--- config.mk ---
export PLATFORM = sky130hd
export DESIGN_NAME = adia_aggregator
export DESIGN_NICKNAME = d
export VERILOG_FILES = /design/src/include/adia_pkg.sv /design/src/logic/adia_aggregator.sv
export VERILOG_INCLUDE_DIRS = /design/src /design/src/include
export SDC_FILE = /design/constraint.sdc
export NUM_CORES = 1
export LEC_CHECK = 0
export BUFFER_PORTS_ARGS = -buffer_cell sky130_fd_sc_hd__buf_4
export CAP_MARGIN = 30
export CELL_PAD_IN_SITES_DETAIL_PLACEMENT = 0
export CELL_PAD_IN_SITES_GLOBAL_PLACEMENT = 1
export CORE_AREA = 3 3 97 99
export CTS_BUF_LIST = sky130_fd_sc_hd__clkbuf_16
export DETAILED_ROUTE_END_ITERATION = 16
export DIE_AREA = 0 0 100 102
export GPL_ROUTABILITY_DRIVEN = 0
export GPL_TIMING_DRIVEN = 0
export PLACE_DENSITY_LB_ADDON = 0.1
export SLEW_MARGIN = 10
export SYNTH_ARGS = -nofsm -noshare
export SYNTH_HDL_FRONTEND = slang
export SYNTH_SLANG_ARGS = --single-unit
--- constraint.sdc ---
create_clock -name clk_i -period 2.9 [get_ports clk_i]
set_clock_uncertainty 0.1 [all_clocks]
set_input_delay 0.725 -clock clk_i [delete_from_list [all_inputs] [get_ports clk_i]]
set_output_delay 0.725 -clock clk_i [all_outputs]
set_load 0.01 [all_outputs]
--- src/include/adia_consts.svh ---
// constants of the analog die interrupt aggregator
//
// Functional notes
// - Upper pending-flag bits 7..3 show timer wrap and timer channel 3..0 requests, 1 while pending.
// - Upper pending-flag bit 2 shows the LIN driver overheat request, 1 while present.
// - Upper pending-flag bit 1 shows the high die temperature request, 1 while pending.
// - Upper pending-flag bit 0 shows an undervoltage request or a wake from cranking mode.
// - Lower pending-flag bits 7..6 read 0, bit 5 is the trim request, bit 4 the lifetime wrap.
// - Lower pending-flag bit 3 shows a pending measurement completion request.
// - Lower pending-flag bits 2..0 show serial receive, transmit and fault requests.
// - The vector register gives the code of the highest priority unmasked pending source, bits 7..5 zero.
// - The vector reads 0x00 when nothing is pending, which also stands for a stop mode wake.
// - Codes run 0x01 undervoltage (highest) through 0x0e trim request (lowest) in fixed order.
// - Upper mask bits 7..3 mask timer wrap and timer channels 3..0; 0 enables, 1 disables.
// - Upper mask bits 2..0 mask LIN overheat, die hot and undervoltage; 0 enables, 1 disables.
// - Offsets decode relative to base 0x0200 for blocking and 0x300 for non-blocking access.
// - Lower mask bits 5..0 mask trim, lifetime, measurement and serial rx, tx, fault sources.
// - The masks act as a global enable for every source; per-source enables stay at the source.
`ifndef ADIA_CONSTS_SVH
`define ADIA_CONSTS_SVH

// ****************************************
// address map
// ****************************************
`define ADIA_BASE_BLOCKING 16'h0200
`define ADIA_BASE_POSTED 16'h0300
`define ADIA_WIN_LSB 5
`define ADIA_OFF_PEND_HI 5'h08
`define ADIA_OFF_PEND_LO 5'h09
`define ADIA_OFF_VECTOR 5'h0a
`define ADIA_OFF_RSVD 5'h0b
`define ADIA_OFF_MASK_HI 5'h0c
`define ADIA_OFF_MASK_LO 5'h0d
`define ADIA_OFF_EVT_STS_HI 5'h10
`define ADIA_OFF_EVT_STS_LO 5'h11
`define ADIA_OFF_EVT_CLR_HI 5'h12
`define ADIA_OFF_EVT_CLR_LO 5'h13
`define ADIA_OFF_EVT_EN_HI 5'h14
`define ADIA_OFF_EVT_EN_LO 5'h15

// ****************************************
// fields and reset values
// ****************************************
`define ADIA_NUM_SRC 14
`define ADIA_LO_FIELD_W 6
`define ADIA_MASK_RESET 14'h3fff
`define ADIA_EVT_EN_RESET 14'h0000
`define ADIA_VEC_NONE 5'h00

`endif

--- src/include/adia_pkg.sv ---
// types of the analog die interrupt aggregator
package adia_pkg;
   typedef logic [4:0] adia_vec_type;
   typedef logic [13:0] adia_src_type;
   typedef enum logic [3:0] {
      ADIA_SEL_NONE,
      ADIA_SEL_PEND_HI,
      ADIA_SEL_PEND_LO,
      ADIA_SEL_VECTOR,
      ADIA_SEL_RSVD,
      ADIA_SEL_MASK_HI,
      ADIA_SEL_MASK_LO,
      ADIA_SEL_STS_HI,
      ADIA_SEL_STS_LO,
      ADIA_SEL_CLR_HI,
      ADIA_SEL_CLR_LO,
      ADIA_SEL_EN_HI,
      ADIA_SEL_EN_LO
   } adia_sel_type;
endpackage : adia_pkg

--- src/logic/adia_aggregator.sv ---
// analog die interrupt aggregator: pending flags, priority vector, masks
//
// The implementer's own choice: strobed register access.
`timescale 1ns/100ps
`include "adia_consts.svh"

module adia_aggregator (
   // clock and reset
   input wire logic clk_i,
   input wire logic rst_b_i,
   // register port
   input wire logic [15:0] addr_i,
   input wire logic [7:0] wdata_i,
   input wire logic wr_i,
   input wire logic rd_i,
   output logic [7:0] rdata_o,
   // source requests
   input wire logic undervoltage_pending_i,
   input wire logic die_hot_pending_i,
   input wire logic lin_driver_overheat_pending_i,
   input wire logic timer_chan0_pending_i,
   input wire logic timer_chan1_pending_i,
   input wire logic timer_chan2_pending_i,
   input wire logic timer_chan3_pending_i,
   input wire logic timer_wrap_pending_i,
   input wire logic sci_fault_pending_i,
   input wire logic sci_transmit_pending_i,
   input wire logic sci_receive_pending_i,
   input wire logic measure_done_pending_i,
   input wire logic lifetime_wrap_pending_i,
   input wire logic trim_request_pending_i,
   // interrupt outputs
   output logic irq_req_o,
   output logic irq_o
);
   import adia_pkg::*;

   // ****************************************
   // reset release
   // ****************************************
   logic rst_sync1_q;
   logic rst_n_q;

   always_ff @(posedge clk_i or negedge rst_b_i) begin
      if (!rst_b_i) begin
         rst_sync1_q <= 1'b0;
         rst_n_q <= 1'b0;
      end else begin
         rst_sync1_q <= 1'b1;
         rst_n_q <= rst_sync1_q;
      end
   end

   // ****************************************
   // helpers
   // ****************************************
   // both bases map the same registers; the posted alias differs only on the bus side
   function automatic adia_sel_type decode_sel(input logic [15:0] addr);
      logic [4:0] off;
      logic hit;
      off = addr[`ADIA_WIN_LSB-1:0];
      hit = (addr[15:`ADIA_WIN_LSB] == 11'(`ADIA_BASE_BLOCKING >> `ADIA_WIN_LSB)) ||
            (addr[15:`ADIA_WIN_LSB] == 11'(`ADIA_BASE_POSTED >> `ADIA_WIN_LSB));
      decode_sel = ADIA_SEL_NONE;
      if (hit) begin
         unique case (off)
            `ADIA_OFF_PEND_HI: decode_sel = ADIA_SEL_PEND_HI;
            `ADIA_OFF_PEND_LO: decode_sel = ADIA_SEL_PEND_LO;
            `ADIA_OFF_VECTOR: decode_sel = ADIA_SEL_VECTOR;
            `ADIA_OFF_RSVD: decode_sel = ADIA_SEL_RSVD;
            `ADIA_OFF_MASK_HI: decode_sel = ADIA_SEL_MASK_HI;
            `ADIA_OFF_MASK_LO: decode_sel = ADIA_SEL_MASK_LO;
            `ADIA_OFF_EVT_STS_HI: decode_sel = ADIA_SEL_STS_HI;
            `ADIA_OFF_EVT_STS_LO: decode_sel = ADIA_SEL_STS_LO;
            `ADIA_OFF_EVT_CLR_HI: decode_sel = ADIA_SEL_CLR_HI;
            `ADIA_OFF_EVT_CLR_LO: decode_sel = ADIA_SEL_CLR_LO;
            `ADIA_OFF_EVT_EN_HI: decode_sel = ADIA_SEL_EN_HI;
            `ADIA_OFF_EVT_EN_LO: decode_sel = ADIA_SEL_EN_LO;
            default: decode_sel = ADIA_SEL_NONE;
         endcase
      end
   endfunction : decode_sel

   // bit i holds the source with code i+1, so the lowest set bit wins
   function automatic adia_vec_type pick_vector(input adia_src_type act);
      pick_vector = `ADIA_VEC_NONE;
      for (int i = `ADIA_NUM_SRC - 1; i >= 0; i--) begin
         if (act[i]) begin
            pick_vector = 5'(i + 1);
         end
      end
   endfunction : pick_vector

   // ****************************************
   // source capture
   // ****************************************
   adia_src_type src_d;
   adia_src_type req_q;
   adia_src_type mask_q;
   adia_src_type active;
   adia_src_type active_prev_q;
   adia_src_type rise;
   adia_vec_type vector;
   adia_sel_type wr_sel;
   adia_sel_type rd_sel;

   // order matches the priority codes and the flag bit layout
   assign src_d = {trim_request_pending_i,
                   lifetime_wrap_pending_i,
                   measure_done_pending_i,
                   sci_receive_pending_i,
                   sci_transmit_pending_i,
                   sci_fault_pending_i,
                   timer_wrap_pending_i,
                   timer_chan3_pending_i,
                   timer_chan2_pending_i,
                   timer_chan1_pending_i,
                   timer_chan0_pending_i,
                   lin_driver_overheat_pending_i,
                   die_hot_pending_i,
                   undervoltage_pending_i};

   // flags follow the request lines; clearing is done at each source
   always_ff @(posedge clk_i or negedge rst_n_q) begin
      if (!rst_n_q) begin
         req_q <= '0;
      end else begin
         req_q <= src_d;
      end
   end

   assign active = req_q & ~mask_q;
   assign vector = pick_vector(active);
   assign wr_sel = wr_i ? decode_sel(addr_i) : ADIA_SEL_NONE;
   assign rd_sel = rd_i ? decode_sel(addr_i) : ADIA_SEL_NONE;

   // ****************************************
   // global masks
   // ****************************************
   always_ff @(posedge clk_i or negedge rst_n_q) begin
      if (!rst_n_q) begin
         mask_q <= `ADIA_MASK_RESET;
      end else begin
         if (wr_sel == ADIA_SEL_MASK_HI) begin
            mask_q[7:0] <= wdata_i;
         end
         if (wr_sel == ADIA_SEL_MASK_LO) begin
            mask_q[13:8] <= wdata_i[`ADIA_LO_FIELD_W-1:0];
         end
      end
   end

   // ****************************************
   // event status and interrupt
   // ****************************************
   adia_src_type evt_sts_q;
   adia_src_type evt_en_q;
   adia_src_type evt_clr;

   assign rise = active & ~active_prev_q;
   always_comb begin
      evt_clr = '0;
      if (wr_sel == ADIA_SEL_CLR_HI) begin
         evt_clr[7:0] = wdata_i;
      end
      if (wr_sel == ADIA_SEL_CLR_LO) begin
         evt_clr[13:8] = wdata_i[`ADIA_LO_FIELD_W-1:0];
      end
   end

   always_ff @(posedge clk_i or negedge rst_n_q) begin
      if (!rst_n_q) begin
         active_prev_q <= '0;
      end else begin
         active_prev_q <= active;
      end
   end

   // a new edge in the clearing cycle survives the clear
   always_ff @(posedge clk_i or negedge rst_n_q) begin
      if (!rst_n_q) begin
         evt_sts_q <= '0;
      end else begin
         evt_sts_q <= (evt_sts_q & ~evt_clr) | rise;
      end
   end

   always_ff @(posedge clk_i or negedge rst_n_q) begin
      if (!rst_n_q) begin
         evt_en_q <= `ADIA_EVT_EN_RESET;
      end else begin
         if (wr_sel == ADIA_SEL_EN_HI) begin
            evt_en_q[7:0] <= wdata_i;
         end
         if (wr_sel == ADIA_SEL_EN_LO) begin
            evt_en_q[13:8] <= wdata_i[`ADIA_LO_FIELD_W-1:0];
         end
      end
   end

   always_ff @(posedge clk_i or negedge rst_n_q) begin
      if (!rst_n_q) begin
         irq_o <= 1'b0;
         irq_req_o <= 1'b0;
      end else begin
         irq_o <= |(evt_sts_q & evt_en_q);
         irq_req_o <= |active;
      end
   end

   // ****************************************
   // read data
   // ****************************************
   // rdata only carries meaning in the cycle after a read; it drops to zero otherwise
   always_ff @(posedge clk_i or negedge rst_n_q) begin
      if (!rst_n_q) begin
         rdata_o <= '0;
      end else begin
         unique case (rd_sel)
            ADIA_SEL_PEND_HI: rdata_o <= req_q[7:0];
            ADIA_SEL_PEND_LO: rdata_o <= {2'b00, req_q[13:8]};
            ADIA_SEL_VECTOR: rdata_o <= {3'b000, vector};
            ADIA_SEL_MASK_HI: rdata_o <= mask_q[7:0];
            ADIA_SEL_MASK_LO: rdata_o <= {2'b00, mask_q[13:8]};
            ADIA_SEL_STS_HI: rdata_o <= evt_sts_q[7:0];
            ADIA_SEL_STS_LO: rdata_o <= {2'b00, evt_sts_q[13:8]};
            ADIA_SEL_EN_HI: rdata_o <= evt_en_q[7:0];
            ADIA_SEL_EN_LO: rdata_o <= {2'b00, evt_en_q[13:8]};
            default: rdata_o <= '0;
         endcase
      end
   end
endmodule : adia_aggregator

==> reports/qor.csv <==
metric,value,unit
worstSetupPathType,primary input to flip-flop,
p_leak,2.15,nW
cts_buffers,9,
yosys-top-cells-count,"68 x dfrtp_1, 30 x nand2_1, 19 x mux2_1",
dominantRegCellSynth,dfrtp_1,
core-area,8640,um2
cts_tree,built,
power,2.58,mW
vdd_drop_max,0.289,mV
clock_sinks,82,
netlist-cell-type-count,60,
antenna_found_initial,0,
synth_area,3950,um2
synth.most_common_cell,dfrtp_1,
start_util,45.8,%
synth.area.top_cells,"dfrtp_1 43%, dfstp_2 9.3%, mux2_1 5.4%",
root_buffer,clkbuf_16,
async_reset_ff_share,100,%
p_per_area,534,nW/um2
drt_iter0_markers,164,
r2r_end,rdata_o[3],
crit_required,3.00,ns
antenna_cells_inserted,0,
rows,34,
worstPathArrival,2.88,ns
vias,2851,
syn-num-nets,370,
hold_buffers,0,
layout.nets,435,
wl_per_cell,19.9,um
die_area,10200,um2
yosys_warnings,0,
worst_hold_slack,0.0442,ns
critPathMaxFanout,10,
r2r-start,mask_q[10],
setup_viol,0,
worstMarginPinSlew,0.699,ns
port_buffers,49,
clkSlewWorstSetupHoldPaths,0.07,ns
grt_pass1_wl,15.7,mm
setup_slack,0.116,ns
rr_worst_depth,7,
fin_crit_sh,96.0,%
syn_to_final_growth,22.2,%
num_io_pins,52,
rsz0062_at_grt,false,
hp-class,primary input to async pin,
grt_max_degree,47,
routed_wl,10.0,mm
ant_nets,0,
place_hpwl,7.11,mm
firstDrtPassIters,4,
grt_pass1_vias,2842,
cp-start-kind,primary input,
vias_per_cell,5.68,
netlist.area_leader.share,43.0,%
yosysSeqAreaShare,52.3,%
yosys.area.top_type,dfrtp_1,
h-tree-depth,3,
synth-seq-cells,82,
clockBufferDepth,2,
outcome,"complete, no violations",
drive_above_1_share,31.0,%
nFillCells,754,
synth_edf_count,0,
synth_cells,324,
hold_viol,0,
clock_latency,0.34,ns
fmax,359,MHz
die_h,102,um
max_slew_margin,53.1,%
maxSlewViolCount,0,
place_ws,-0.329,ns
cp-end-kind,flip-flop,
fin_setup_tns,0,ns
finalCriticalPeriod,2.78,ns
die_w,100,um
synth_area_per_cell,12.2,um2
drc,0,
max_cap_violations,0,
gr-total-overflow,0,
grt_usage,20.7,%
rrSetupSlack,0.87,ns
## how the worst max path moves through the flow
stage                              end       from  cells past startpoint  slack [ns]
after floorplan             rdata_o[4]  addr_i[0]                      8        0.14
after global placement      rdata_o[4]    rst_n_q                      0       -0.52
after detailed placement    rdata_o[0]  addr_i[0]                      9       -0.33
after CTS                 evt_sts_q[7]  addr_i[1]                     10        0.03
after global routing        rdata_o[3]  addr_i[0]                     10        0.04
final                       rdata_o[3]  addr_i[0]                     10        0.12
## placed cells by master, fill, tap and decap left out, drive strengths merged, types with 6 or more instances in the layout
cell type  instances
dfrtp             68
buf               62
mux2              31
nand2             30
inv               20
nand2b            15
dfstp             14
o2bb2ai           12
nor2              11
nand3             10
clkbuf             9
a22oi              8
a21oi              8
mux2i              8
nor2b              7
o21ai              7
a22o               6
and2               6
## area by class of cell
class | instances | area, um2 | area share, %
flip-flops and latches | 82 | 2070 | 42.9
repair buffers | 54 | 438 | 9.06
clock inverters | 7 | 70.1 | 1.45
inverters | 17 | 63.8 | 1.32
plain buffers | 8 | 73.8 | 1.53
multi-input cells | 217 | 1750 | 36.3
clock buffers | 9 | 225 | 4.66
well taps | 108 | 135 | 2.80
## report_power, final
part / leakage [nW] / switching (mW) / internal (mW) / total (mW)
Combinational: 1.06 / 0.132 / 0.106 / 0.238
Clock: 0.145 / 0.486 / 0.666 / 1.15
Sequential: 0.944 / 0.0200 / 1.17 / 1.19
Total: 2.15 / 0.638 / 1.94 / 2.58
## registers in the layout (all words and copies together), names as in the netlist
register and flops:
active_prev_q 14, evt_en_q 14, evt_sts_q 14, irq_o 1
irq_req_o 1, mask_q 14, rdata_o 8, req_q 14
rst_n_q 1, rst_sync1_q 1
## critical path, stage by stage
cell      delay (ns)
buf_4           0.10
inv_1           0.05
ha_1            0.33
nor2b_1         0.17
o32ai_4         0.39
buf_6           0.20
buf_6           0.19
mux2_1          0.34
o221ai_1        0.23
o211ai_1        0.14
## timing repair
item / 4_1_cts / 5_1_grt
resized for setup: 0 / 1
endpoints found under the setup margin: 0 / 10
setup buffers: 0 / 4
## metal layers
| metal | track usage [%] | share of wire [%] |
|---|---|---|
| met3 | 4.23 | 4.7 |
| met5 | 0 | 0 |
| met4 | 6.11 | 1.4 |
| met2 | 34.1 | 48 |
| met1 | 27.8 | 45 |
## cells by family after synthesis
family | after synthesis | share of synthesized area [%]
AND/OR/NAND/NOR | 102 | 16.6
flip-flops | 82 | 52.3
AO/OA/AOI/OAI | 71 | 15.0
multiplexers | 39 | 11.2
buffers and inverters | 25 | 3.48
adder cells (fa/ha/maj) | 4 | 1.27
other | 1 | 0.0948
## metrics by stage
stage                     util (%)  instances  area [um2]
after floorplan                  -        324        3950
after global placement        51.6        481        4460
after detailed placement      52.0        482        4490
after CTS                     55.4        498        4780
after global routing          56.0        502        4830
final                         56.0        502        4830
(Power assumes the default switching activity.)
